`config.mk`:
```
export PLATFORM = sky130hd
export DESIGN_NAME = sswd_top
export DESIGN_NICKNAME = d
export VERILOG_FILES = /design/src/common/sswd_pkg.sv /design/src/sswd_top.sv
export VERILOG_INCLUDE_DIRS = /design/src /design/src/common
export SDC_FILE = /design/constraint.sdc
export NUM_CORES = 1
export LEC_CHECK = 0
export BUFFER_PORTS_ARGS = -buffer_cell sky130_fd_sc_hd__clkbuf_2
export CAP_MARGIN = 20
export CORE_MARGIN = 8
export CORE_UTILIZATION = 34
export DETAILED_ROUTE_END_ITERATION = 12
export MAX_ROUTING_LAYER = met4
export PLACE_DENSITY = 0.52
export SYNTH_ARGS = -nofsm -noshare
export SYNTH_HDL_FRONTEND = slang
export SYNTH_SLANG_ARGS = --single-unit
```
`constraint.sdc`:
```
create_clock -name clk_i -period 3.1 [get_ports clk_i]
set_input_delay 0.62 -clock clk_i [delete_from_list [all_inputs] [get_ports clk_i]]
set_output_delay 0.62 -clock clk_i [all_outputs]
set_load 0.01 [all_outputs]
```
`src/common/sswd_cfg.svh`:
```
`ifndef SSWD_CFG_SVH
`define SSWD_CFG_SVH
// clock rate in kHz
`define SSWD_CLK_KHZ        125000
// power-on and watchdog reset stretch, least time in ms
`define SSWD_RST_MS         25
// watchdog timeout, longest time 600 ms, typical 400 ms
`define SSWD_WD_MS          400
// early warning pulse, least time in us
`define SSWD_IRQ_US         200
`define SSWD_RST_CYC        (`SSWD_RST_MS * `SSWD_CLK_KHZ)
`define SSWD_WD_CYC         (`SSWD_WD_MS * `SSWD_CLK_KHZ)
`define SSWD_IRQ_CYC        ((`SSWD_IRQ_US * `SSWD_CLK_KHZ + 999) / 1000)
// kick floating: unused idle-cycle count; an open kick is flagged by kick_present_i
`define SSWD_OPEN_CYC       32'h0000_0000
`define SSWD_CNT_W          32
// wishbone register byte addresses
`define SSWD_ADR_STATUS     8'h00
`define SSWD_ADR_MASK       8'h04
`define SSWD_ADR_STATE      8'h08
`define SSWD_ADR_CTRL       8'h0C
// status and mask bit positions
`define SSWD_EV_PFAIL       0
`define SSWD_EV_WDOG        1
`define SSWD_EV_IRQ         2
`define SSWD_EV_W           3
`endif

```
`src/common/sswd_pkg.sv`:
```
package sswd_pkg;
    typedef enum logic [1:0] {
        SSWD_RUN,
        SSWD_HOLD,
        SSWD_STRETCH
    } sswd_state_t;

    typedef struct packed {
        logic rst;
        logic rst_n;
        logic pf;
        logic pf_n;
    } sswd_out_t;
endpackage

```
`src/sswd_top.sv`:
```
`include "sswd_cfg.svh"
`timescale 1ns/1ps
`default_nettype none
module sswd_top
    import sswd_pkg::*;
#(
    parameter logic [`SSWD_CNT_W-1:0] RST_CYC  = `SSWD_CNT_W'(`SSWD_RST_CYC),
    parameter logic [`SSWD_CNT_W-1:0] WD_CYC   = `SSWD_CNT_W'(`SSWD_WD_CYC),
    parameter logic [`SSWD_CNT_W-1:0] IRQ_CYC  = `SSWD_CNT_W'(`SSWD_IRQ_CYC)
) (
    // clock and reset
    input  wire logic        clk_i,
    input  wire logic        sys_rst_i,
    // analog comparators and pins
    input  wire logic        supply_ok_i,
    input  wire logic        sense_ok_i,
    input  wire logic        processor_type_select_i,
    input  wire logic        watchdog_kick_i,
    input  wire logic        kick_present_i,
    // processor outputs
    output logic             reset_o,
    output logic             reset_n_o,
    output logic             power_fail_out_o,
    output logic             power_fail_out_n_o,
    output logic             early_power_irq_n_o,
    output logic             irq_o,
    // wishbone slave
    input  wire logic        wb_cyc_i,
    input  wire logic        wb_stb_i,
    input  wire logic        wb_we_i,
    input  wire logic [7:0]  wb_adr_i,
    input  wire logic [3:0]  wb_sel_i,
    input  wire logic [31:0] wb_dat_i,
    output logic [31:0]      wb_dat_o,
    output logic             wb_ack_o
);
    // synchronisers
    logic [1:0] sup_s;
    logic [1:0] sen_s;
    logic [1:0] typ_s;
    logic [1:0] kick_s;
    logic [1:0] pres_s;
    logic       kick_d;
    always_ff @(posedge clk_i) begin
        sup_s  <= {sup_s[0], supply_ok_i};
        sen_s  <= {sen_s[0], sense_ok_i};
        typ_s  <= {typ_s[0], processor_type_select_i};
        kick_s <= {kick_s[0], watchdog_kick_i};
        pres_s <= {pres_s[0], kick_present_i};
        kick_d <= kick_s[1];
    end

    wire logic sup_ok    = sup_s[1];
    wire logic sen_ok    = sen_s[1];
    wire logic backed    = typ_s[1];
    wire logic kick_fall = kick_d & ~kick_s[1];

    sswd_state_t             state;
    sswd_state_t             next_state;
    logic [`SSWD_CNT_W-1:0]  cnt;
    logic [`SSWD_CNT_W-1:0]  next_cnt;
    logic [`SSWD_CNT_W-1:0]  irq_cnt;
    logic                    sup_d;
    logic                    powered;
    logic                    wd_en_sw;
    logic [`SSWD_EV_W-1:0]   status;
    logic [`SSWD_EV_W-1:0]   mask;

    wire logic wd_active = wd_en_sw & sup_ok & pres_s[1] & ~(backed & ~sen_ok);
    wire logic wd_expire = (state == SSWD_RUN) & wd_active & (cnt >= WD_CYC - 1'b1);
    wire logic sup_fall  = sup_d & ~sup_ok;
    wire logic sup_rise  = ~sup_d & sup_ok;
    wire logic irq_trig  = backed & ((sup_fall & sen_ok)
                           | (~sen_ok & sup_ok & (kick_fall | sup_rise)));
    // supply loss resets only in non-backed style, or before first power-up
    wire logic sup_hold  = ~sup_ok & (~backed | ~powered);
    wire logic rst_on    = (state != SSWD_RUN);

    always_comb begin
        next_state = state;
        next_cnt   = cnt;
        case (state)
            SSWD_RUN: begin
                if (sup_hold) begin
                    next_state = SSWD_HOLD;
                    next_cnt   = '0;
                end else if (backed & sup_rise) begin
                    next_state = SSWD_STRETCH;
                    next_cnt   = '0;
                end else if (wd_expire) begin
                    next_state = SSWD_STRETCH;
                    next_cnt   = '0;
                end else if (kick_fall | ~wd_active) begin
                    next_cnt   = '0;
                end else begin
                    next_cnt   = cnt + 1'b1;
                end
            end
            SSWD_HOLD: begin
                next_cnt = '0;
                if (sup_ok) begin
                    next_state = SSWD_STRETCH;
                end
            end
            SSWD_STRETCH: begin
                if (sup_hold) begin
                    next_state = SSWD_HOLD;
                    next_cnt   = '0;
                end else if (cnt >= RST_CYC - 1'b1) begin
                    next_state = SSWD_RUN;
                    next_cnt   = '0;
                end else begin
                    next_cnt   = cnt + 1'b1;
                end
            end
            default: begin
                next_state = SSWD_HOLD;
                next_cnt   = '0;
            end
        endcase
    end

    // register bus decode
    wire logic       wb_req     = wb_cyc_i & wb_stb_i & ~wb_ack_o;
    wire logic       wb_wr      = wb_req & wb_we_i & wb_sel_i[0];

    // address match per register
    wire logic       sel_status = (wb_adr_i == `SSWD_ADR_STATUS);
    wire logic       sel_mask   = (wb_adr_i == `SSWD_ADR_MASK);
    wire logic       sel_state  = (wb_adr_i == `SSWD_ADR_STATE);
    wire logic       sel_ctrl   = (wb_adr_i == `SSWD_ADR_CTRL);

    // write strobes, taken on the request edge
    wire logic       wr_stat    = wb_wr & sel_status;
    wire logic       wr_mask    = wb_wr & sel_mask;
    wire logic       wr_ctrl    = wb_wr & sel_ctrl;

    // event sources, one sticky bit each
    wire logic [`SSWD_EV_W-1:0] ev;
    assign ev[`SSWD_EV_PFAIL] = sup_fall;
    assign ev[`SSWD_EV_WDOG]  = wd_expire;
    assign ev[`SSWD_EV_IRQ]   = irq_trig;

    // write one to clear; a new event wins over the clear
    wire logic [`SSWD_EV_W-1:0] clr         = wr_stat ? wb_dat_i[`SSWD_EV_W-1:0] : '0;
    wire logic [`SSWD_EV_W-1:0] next_status = (status & ~clr) | ev;
    wire logic [`SSWD_EV_W-1:0] next_mask   = wr_mask ? wb_dat_i[`SSWD_EV_W-1:0] : mask;
    wire logic                  next_wd_en  = wr_ctrl ? wb_dat_i[0] : wd_en_sw;

    // read words
    wire logic [31:0] rd_status = {29'h0000_0000, status};
    wire logic [31:0] rd_maskw  = {29'h0000_0000, mask};
    wire logic [31:0] rd_state  = {26'h000_0000, state, sen_ok, sup_ok, backed, wd_active};
    wire logic [31:0] rd_ctrl   = {31'h0000_0000, wd_en_sw};

    // unmapped addresses read zero
    wire logic [31:0] rd_mux =
        sel_status ? rd_status :
        sel_mask   ? rd_maskw  :
        sel_state  ? rd_state  :
        sel_ctrl   ? rd_ctrl   : 32'h0000_0000;

    // data only while acking
    wire logic [31:0] next_dat = wb_req ? rd_mux : 32'h0000_0000;

    wire logic [`SSWD_CNT_W-1:0] irq_load = IRQ_CYC - 1'b1;
    wire logic                   irq_busy = (irq_cnt != '0);
    wire logic                   next_irq_n = ~(irq_trig | irq_busy);
    wire logic                   next_irq   = |(next_status & mask);

    // output pair values, one step ahead of the flops
    sswd_out_t next_out;
    assign next_out = '{
        rst:   (next_state != SSWD_RUN),
        rst_n: (next_state == SSWD_RUN),
        pf:    ~sup_ok,
        pf_n:  sup_ok
    };

    // supervisor state and shared interval counter
    always_ff @(posedge clk_i) begin
        if (sys_rst_i) begin
            state <= SSWD_HOLD;
            cnt   <= '0;
        end else begin
            state <= next_state;
            cnt   <= next_cnt;
        end
    end

    // supply edge history
    always_ff @(posedge clk_i) begin
        if (sys_rst_i) begin
            sup_d <= 1'b0;
        end else begin
            sup_d <= sup_ok;
        end
    end

    // first power-up completed
    always_ff @(posedge clk_i) begin
        if (sys_rst_i) begin
            powered <= 1'b0;
        end else if (sup_ok & ~rst_on) begin
            powered <= 1'b1;
        end
    end

    always_ff @(posedge clk_i) begin
        if (sys_rst_i) begin
            irq_cnt <= '0;
        end else if (irq_trig) begin
            irq_cnt <= irq_load;
        end else if (irq_busy) begin
            irq_cnt <= irq_cnt - 1'b1;
        end
    end

    // sticky event status
    always_ff @(posedge clk_i) begin
        if (sys_rst_i) begin
            status <= '0;
        end else begin
            status <= next_status;
        end
    end

    // interrupt mask
    always_ff @(posedge clk_i) begin
        if (sys_rst_i) begin
            mask <= '0;
        end else begin
            mask <= next_mask;
        end
    end

    // software watchdog enable
    always_ff @(posedge clk_i) begin
        if (sys_rst_i) begin
            wd_en_sw <= 1'b1;
        end else begin
            wd_en_sw <= next_wd_en;
        end
    end

    // single-cycle acknowledge
    always_ff @(posedge clk_i) begin
        if (sys_rst_i) begin
            wb_ack_o <= 1'b0;
        end else begin
            wb_ack_o <= wb_req;
        end
    end

    // read data register
    always_ff @(posedge clk_i) begin
        if (sys_rst_i) begin
            wb_dat_o <= 32'h0000_0000;
        end else begin
            wb_dat_o <= next_dat;
        end
    end

    always_ff @(posedge clk_i) begin
        if (sys_rst_i) begin
            reset_o   <= 1'b1;
            reset_n_o <= 1'b0;
        end else begin
            reset_o   <= next_out.rst;
            reset_n_o <= next_out.rst_n;
        end
    end

    always_ff @(posedge clk_i) begin
        if (sys_rst_i) begin
            power_fail_out_o   <= 1'b1;
            power_fail_out_n_o <= 1'b0;
        end else begin
            power_fail_out_o   <= next_out.pf;
            power_fail_out_n_o <= next_out.pf_n;
        end
    end

    always_ff @(posedge clk_i) begin
        if (sys_rst_i) begin
            early_power_irq_n_o <= 1'b1;
        end else begin
            early_power_irq_n_o <= next_irq_n;
        end
    end

    // level interrupt from unmasked status
    always_ff @(posedge clk_i) begin
        if (sys_rst_i) begin
            irq_o <= 1'b0;
        end else begin
            irq_o <= next_irq;
        end
    end
endmodule // sswd_top
`default_nettype wire

```
==> impl_metrics.toml, run 1 <==
[routing]
vias_per_cell = 4.96
drt-total-wl_mm = 9.49
dr_wl_met3_um = 351
ant_nets = 0
wl_met2_mm = 4.40
first_iter_violations = 167
drcViolationCount = 0
vias = 3538
dr.pass1.iters = 4
top_layer = "met4"
met1Wirelength_mm = 4.58
wl_per_cell_um = 13.3

[run]
maxCapViolCount = 0

[hold_path]
hold_class = "reg -> reg"

[final_layout]
diodes = 0
mostFrequentLayoutCells = "98 x dfxtp_1, 57 x nor2_1, 34 x clkbuf_2, 32 x conb_1, 30 x a21oi_1"
mostFrequentLayoutCell = "dfxtp_1"
finalNetCount = 592
drive_gt1_frac = 0.126
synthToLayoutAreaGrowth_pct = 13.6

[setup_path]
cp.required_ns = 3.39
worstPathCellList = "or4_4 -> or4_4 -> nor3b_4 -> buf_4 -> or3_1 -> o221a_1"
cp_slowest_cell = "or4_4"
crit_arrival_ns = 2.83
crit_top_cell = "or4_4"
critPathMaxStageDelay_ns = 0.60
worst-path-max-fanout = 25
cp-start-kind = "register"
endpoint_kind = "register"
worstSetupPathType = "reg -> reg"

[clock_tree]
ctsResizeCount = 0
cts_setup_buffers = 0
cts_hold_buf = 0
root_buffer = "clkbuf_16"
clock_latency_ns = 0.35
cts_buffer_depth = 2
tritoncts = "done"
htree_levels = 3
cts.reportedPaths.clkPinSlew_ns = 0.07
cts.sinks = 98
cts_buffers = 9

[yosys]
ys_seq_area_frac = 0.442
synth_flop_cell = "dfxtp_1"
avgSynthCellArea_um2 = 8.93
ys_ff_latch = 98
synth_edf_count = 0
synth.yosys.warnings = 0
syn_inst = 497
synth.distinct_cells = 57
syn_area_um2 = 4440
synth-async-reset-ratio = 0

[die]
num_rows = 41
die-area_um2 = 17000
die_h_um = 130
fp.dieW_um = 130
ioPinCount = 93
initial_utilization = 0.350
core_um2 = 12700

[placement]
io_buffers = 34
place.detailed.hpwl_mm = 6.81
finalWeightedCongestion = 0.804

[sta]
grt_setup_unrepaired = "no"
setup_violations = 0
period_share = 0.819
slew_headroom = 0.508
finalHoldViolCount = 0
fin_worst_skew_ns = 0.00775
setup_tns_ns = 0
hold_slack_ns = 0.327
max_freq_ghz = 0.394
period_needed_ns = 2.54
worst_slew_pin_slew_ns = 0.736
final_max_slew_viol_count = 0

[global_route]
grt_max_degree = 26
overflow = 0
grt_pass1_wl_mm = 15.9
grt_pass1_vias = 3360
grt_use_total = 0.119
grt_antenna_before_repair = 0

[pwr]
powerDensity_nw_per_um2 = 869
max-vdd-ir-drop_uv = 386
p_total_mw = 4.38
power_leakage_nw = 1.89

[outcome]
status = "completed"
## synthesized netlist by cell type (9+ instances only)
cell type | count | area (um^2)
dfxtp_1 | 98 | 1960
nor2_1 | 57 | 214
a21oi_1 | 30 | 150
buf_4 | 27 | 203
xor2_1 | 22 | 193
nand2_1 | 21 | 78.8
nand3_1 | 21 | 105
or3_1 | 20 | 125
or4_1 | 16 | 120
nand4_1 | 14 | 87.6
inv_1 | 12 | 45.0
clkbuf_1 | 11 | 41.3
mux2i_1 | 9 | 90.1
o21ai_1 | 9 | 45.0
o31ai_1 | 9 | 67.6
## stage by stage
| stage | instance area, um^2 | utilization | cells | worst slack [ns] |
|---|---|---|---|---|
| 6_report | 5040 | 0.398 | 713 | 0.561 |
| 5_1_grt | 5040 | 0.398 | 713 | 0.335 |
| 4_1_cts | 5040 | 0.398 | 713 | 0.543 |
| 3_5_place_dp | 4700 | 0.371 | 697 | 0.556 |
| 3_3_place_gp | 4700 | 0.371 | 697 | 0.570 |
| 2_1_floorplan | 4550 | - | 528 | 0.720 |
## worst max-delay path, delay by kind of cell (launching register included)
family          cells  cell delay (ns)
simple gates        4             1.65
buf+inv             1             0.31
flops               1             0.37
compound gates      1             0.16
## sequential cells by signal (all words and copies together), names as in the netlist, 2 cells and up
register / cells
cnt: 32
irq_cnt: 32
wb_dat_o: 6
mask: 3
status: 3
kick_s: 2
pres_s: 2
sen_s: 2
state: 2
sup_s: 2
typ_s: 2
## worst paths after layout
path               startpoint           to  slack (ns)  cells past startpoint
setup / recovery  irq_cnt[24]  irq_cnt[23]        0.56                      6
hold / removal       sen_s[0]     sen_s[1]        0.33                      0
setup reg to reg  irq_cnt[24]  irq_cnt[23]        0.56                      6
hold reg to reg      sen_s[0]     sen_s[1]        0.33                      0
## final cells by class
cell class,count,area [um^2]
Clock buffer,11,253
Clock inverter,5,85.1
Fill cell,1315,7630
Inverter,12,45.0
Multi-Input combinational cell,373,2250
Sequential cell,98,1960
Tap cell,172,215
Timing Repair Buffer,42,230
## power by group
part | switching, mW | total, mW | internal [mW]
Clock | 0.480 | 1.23 | 0.755
Combinational | 0.886 | 1.51 | 0.626
Sequential | 0.175 | 1.63 | 1.46
Total | 1.54 | 4.38 | 2.84
## kinds of logic after synthesis
logic type / synth area share
DFF: 0.442
muxes: 0.0228
buffers and inverters: 0.0770
and+or+nand+nor: 0.272
AOI/OAI and AO/OA: 0.124
adders and majority gates: 0.00564
xor gates and xnor gates: 0.0553
other: 0.000845
## per-layer routing
| layer | track usage | vias up |
|---|---|---|
| li1 | - | 1820 |
| met1 | 0.148 | 1648 |
| met2 | 0.187 | 57 |
| met3 | 0.0180 | 13 |
| met4 | 0.0546 | 0 |
| met5 | - | - |
Note: power is estimated with default switching activity, not from simulation.
==> inputs of run 2 (changes only) <==
--- a/config.mk
+++ b/config.mk
@@ -12,7 +12,7 @@
 export CORE_UTILIZATION = 34
 export DETAILED_ROUTE_END_ITERATION = 12
 export MAX_ROUTING_LAYER = met4
-export PLACE_DENSITY = 0.52
+export PLACE_DENSITY = 0.54
 export SYNTH_ARGS = -nofsm -noshare
 export SYNTH_HDL_FRONTEND = slang
 export SYNTH_SLANG_ARGS = --single-unit
==> constraint.sdc (replaced) <==
create_clock -name clk_i -period 2.2 [get_ports clk_i]
set_input_delay 0.44 -clock clk_i [delete_from_list [all_inputs] [get_ports clk_i]]
set_output_delay 0.44 -clock clk_i [all_outputs]
set_load 0.01 [all_outputs]
==> impl_metrics.toml, run 2 (synthesis results as in run 1) <==
[sta]
setup_tns_ns = -0.0894
grt_setup_unrepaired = "yes"
setup_slack_ns = -0.0375
setup_violations = 8
fin_worst_skew_ns = 0.0110
period_share = 1.02
hold_slack_ns = 0.196
max_freq_ghz = 0.447
final_max_slew_viol_count = 0
worst_slew_pin_slew_ns = 0.620
period_needed_ns = 2.24
finalHoldViolCount = 0
slew_headroom = 0.581

[final_layout]
mostFrequentLayoutCells = "95 x dfxtp_1, 57 x nor2_1, 50 x buf_4, 34 x clkbuf_2, 32 x conb_1"
mostFrequentLayoutCell = "dfxtp_1"
diodes = 0
final_cell_area_um2 = 5550
fillers = 1279
synthToLayoutAreaGrowth_pct = 25.0
finalNetCount = 639
drive_gt1_frac = 0.216
reg.largest.list = "cnt (32), irq_cnt (32), wb_dat_o (6)"

[placement]
dpl_cell_area_um2 = 5040
io_buffers = 34
finalWeightedCongestion = 0.846
place.detailed.hpwl_mm = 7.52

[clock_tree]
cts_hold_buf = 0
cts.reportedPaths.clkPinSlew_ns = 0.07
root_buffer = "clkbuf_16"
cts.sinks = 98
tritoncts = "done"
cts_buffer_depth = 2
htree_levels = 3
clock_latency_ns = 0.35
cts_buffers = 9

[die]
num_rows = 41
fp.dieW_um = 130
die-area_um2 = 17000
core_um2 = 12700
die_h_um = 130
initial_utilization = 0.350
ioPinCount = 93

[global_route]
grt_pass1_vias = 3616
grt_pass1_wl_mm = 17.1
grt_antenna_before_repair = 0
grt_use_total = 0.129
grt_max_degree = 26
overflow = 0

[routing]
first_iter_violations = 133
vias_per_cell = 5.00
drcViolationCount = 0
drt-total-wl_mm = 10.6
ant_nets = 0
dr.pass1.iters = 4
vias = 3801
wl_per_cell_um = 14.0

[pwr]
p_total_mw = 7.00
max-vdd-ir-drop_uv = 756
powerDensity_nw_per_um2 = 1260
power_leakage_nw = 2.16

[setup_path]
cp-start-kind = "register"
worst-path-max-fanout = 3
startpoint = "irq_cnt[23]"
r2r_setup_slack_ns = -0.04
worstSetupPathType = "reg -> reg"
worstReg2RegEnd = "irq_cnt[23]"
reg2reg_from = "irq_cnt[23]"
endpoint_kind = "register"
crit_arrival_ns = 2.48
cp.required_ns = 2.44
r2r_cells = 7
endpoint = "irq_cnt[23]"

[outcome]
violations = "negative setup slack"
status = "finished, violations left"

[hold_path]
hold_class = "in -> reg"
hold_start = "sense_ok_i"

[run]
maxCapViolCount = 0
-- run 2: cell types whose count changed in the layout (fill, tap and decap cells not counted), moves of 2 or more --
cell	delta
dfxtp_2	+3
dfxtp_1	-3
buf_4	+42
inv_6	+2
buf_12	+2
-- run 2: final cells by class --
type	count	area, um^2	area share
tap	172	215	0.0388
sequential	98	1970	0.354
inverter	12	45.0	0.00812
clock inverter	6	93.8	0.0169
timing repair buffer	89	649	0.117
clock buffer	10	239	0.0431
multi-input combinational	373	2340	0.422
-- run 2: worst min-delay path by stage --
| stage | end | slack (ns) | cells after the start |
|---|---|---|---|
| finish | sen_s[0] | 0.20 | 1 |
| global route | typ_s[0] | 0.18 | 1 |
| CTS | pres_s[0] | 0.19 | 1 |
| detailed placement | kick_s[1] | 0.31 | 0 |
| global placement | sen_s[1] | 0.31 | 0 |
| floorplan | kick_s[1] | 0.31 | 0 |
-- run 2: metrics by stage --
step	utilization	cells	setup WS, ns
2_1_floorplan	-	528	-0.0415
3_3_place_gp	0.398	734	-0.0229
3_5_place_dp	0.398	734	-0.0320
4_1_cts	0.429	755	-0.0363
5_1_grt	0.438	760	-0.142
6_report	0.438	760	-0.0375
-- run 2: timing repair --
action	in CTS	in global routing
gates resized for setup	2	9
buffers inserted	4	3
pin swaps	0	6
gates cloned	1	2
endpoints found under the setup margin	22	54
-- run 2: layer usage --
| layer | routed length, um | GRT usage |
|---|---|---|
| met1 | 5250 | 0.161 |
| met2 | 4860 | 0.208 |
| met3 | 381 | 0.0237 |
| met4 | 131 | 0.0403 |
| met5 | 0 | - |
-- run 2: power by group --
| part | internal [mW] | switching [mW] |
|---|---|---|
| logic | 1.50 | 1.48 |
| registers | 2.06 | 0.210 |
| clock network | 1.04 | 0.704 |
| total | 4.60 | 2.40 |
-- run 2: critical path, stage by stage (launching register included) --
cell	delay, ns
dfxtp_1	0.32
or4_4	0.54
or4_4	0.53
nor3b_4	0.22
buf_4	0.16
buf_4	0.10
nor2_1	0.03
o221a_1	0.23
==> inputs of run 3 (changes only) <==
--- a/config.mk
+++ b/config.mk
@@ -9,10 +9,10 @@
 export BUFFER_PORTS_ARGS = -buffer_cell sky130_fd_sc_hd__clkbuf_2
 export CAP_MARGIN = 20
 export CORE_MARGIN = 8
-export CORE_UTILIZATION = 34
+export CORE_UTILIZATION = 45
 export DETAILED_ROUTE_END_ITERATION = 12
 export MAX_ROUTING_LAYER = met4
-export PLACE_DENSITY = 0.54
+export PLACE_DENSITY = 0.68
 export SYNTH_ARGS = -nofsm -noshare
 export SYNTH_HDL_FRONTEND = slang
 export SYNTH_SLANG_ARGS = --single-unit
==> impl_metrics.toml, run 3 (synthesis results as in run 1) <==
[routing]
vias_per_cell = 5.34
vias = 3848
first_iter_violations = 149
drcViolationCount = 0
ant_nets = 0
dr.pass1.iters = 4
drt-total-wl_mm = 10.3
wl_per_cell_um = 14.4

[final_layout]
drive_gt1_frac = 0.213
postLayoutCoreUtil = 0.556
fillers = 863
mostFrequentLayoutCells = "96 x dfxtp_1, 57 x nor2_1, 46 x buf_4, 34 x clkbuf_2, 32 x conb_1"
diodes = 0
multiInputGateArea_um2 = 2330
finalNetCount = 638
synthToLayoutAreaGrowth_pct = 21.3
seq_area_um2 = 1960
reg.largest.list = "cnt (32), irq_cnt (32), wb_dat_o (6)"
fin_cells = 720
mostFrequentLayoutCell = "dfxtp_1"

[die]
die-area_um2 = 13300
initial_utilization = 0.458
ioPinCount = 93
num_rows = 36
core_um2 = 9680
fp.dieW_um = 115
die_h_um = 115

[sta]
hold_slack_ns = 0.181
max_freq_ghz = 0.439
worst_slew_pin_slew_ns = 0.630
setup_slack_ns = -0.0772
fin_worst_skew_ns = 0.0109
final_max_slew_viol_count = 0
period_share = 1.04
finalHoldViolCount = 0
grt_setup_unrepaired = "yes"
period_needed_ns = 2.28
slew_headroom = 0.574
setup_violations = 17

[setup_path]
worstSetupPathType = "reg -> reg"
crit_arrival_ns = 2.56
endpoint_kind = "register"
cp-start-kind = "register"
cp.required_ns = 2.48
worst-path-max-fanout = 8

[clock_tree]
cts.sinks = 98
cts_buffers = 9
clock_latency_ns = 0.36
htree_levels = 3
cts_buffer_depth = 2
root_buffer = "clkbuf_8"
tritoncts = "done"
cts.reportedPaths.clkPinSlew_ns = 0.09

[global_route]
grt_antenna_before_repair = 0
overflow = 0
grt_max_degree = 31
grt_pass1_vias = 3605
grt_use_total = 0.155
grt_pass1_wl_mm = 16.4

[run]
maxCapViolCount = 0

[pwr]
p_total_mw = 6.77
clock_power_share = 0.192
pwr-share-seq = 0.339
max-vdd-ir-drop_uv = 717
p_sw_frac = 0.358
p_comb_frac = 0.468
power_leakage_nw = 2.11
netSwitchingPower_mw = 2.42
p_int_mw = 4.35
powerDensity_nw_per_um2 = 1260

[hold_path]
hold_class = "in -> reg"

[outcome]
status = "finished, violations left"
violations = "negative setup slack"

[placement]
io_buffers = 34
dp_worst_setup_slack_ns = -0.0197
place_inst = 696
finalWeightedCongestion = 0.839
place.detailed.hpwl_mm = 7.32
run 3: cell types whose count changed in the layout (fill, tap and decap cells not counted), moves of 3 or more:
cell,previous run,this run
buf_6,1,4
buf_4,50,46
clkbuf_8,1,11
inv_6,3,0
clkbuf_16,10,2
run 3: cell type report:
class                      instances  area share
tap                              133      0.0309
timing repair buffer              88       0.121
inverter                          12     0.00837
multi-input combinational        373       0.432
sequential                        98       0.365
clock buffer                      12      0.0288
clock inverter                     4      0.0137
run 3: worst paths after layout:
kind                             startpoint          to  slack [ns]  cells after the start
worst min register to register     typ_s[0]    typ_s[1]        0.33                      0
worst min-delay path            supply_ok_i    sup_s[0]        0.18                      1
worst max register to register  irq_cnt[23]  irq_cnt[5]       -0.08                      7
worst max-delay path            irq_cnt[23]  irq_cnt[5]       -0.08                      7
run 3: metrics by stage:
stage / area, um^2 / setup TNS, ns
floorplan: 4590 / -0.0415
global placement: 4980 / 0
detailed placement: 4980 / -0.0402
CTS: 5220 / -0.204
global route: 5380 / -1.95
finish: 5380 / -0.582
run 3: routing by layer:
metal | track usage | vias to the layer above | wire [um]
li1 | - | 1913 | -
met5 | - | - | 0
met1 | 0.177 | 1842 | 4520
met4 | 0.0490 | 0 | 149
met3 | 0.0331 | 17 | 422
met2 | 0.263 | 76 | 5250
run 3: power groups by stage:
stage               registers [mW]  logic (mW)  clock network [mW]
floorplan                     2.28        1.87                   0
finish                        2.30        3.17                1.30
global route                  2.34        3.45                1.40
detailed placement            2.31        2.64                   0
global placement              2.28        2.57                   0
CTS                           2.27        2.68                1.33
run 3: critical path, cell delays in order, from the launching register on:
cell	delay, ns
dfxtp_2	0.33
or4_4	0.53
or4_4	0.53
nor3b_4	0.26
buf_6	0.16
buf_12	0.11
o41ai_1	0.07
a31oi_1	0.20
run 3: what timing repair did:
item                                    CTS  global route
endpoints found under the setup margin   20            27
hold buffers                              0             0
gates resized for setup                   2            15
pin swaps                                 0             9
buffers inserted                          0             5
cloned                                    0             3
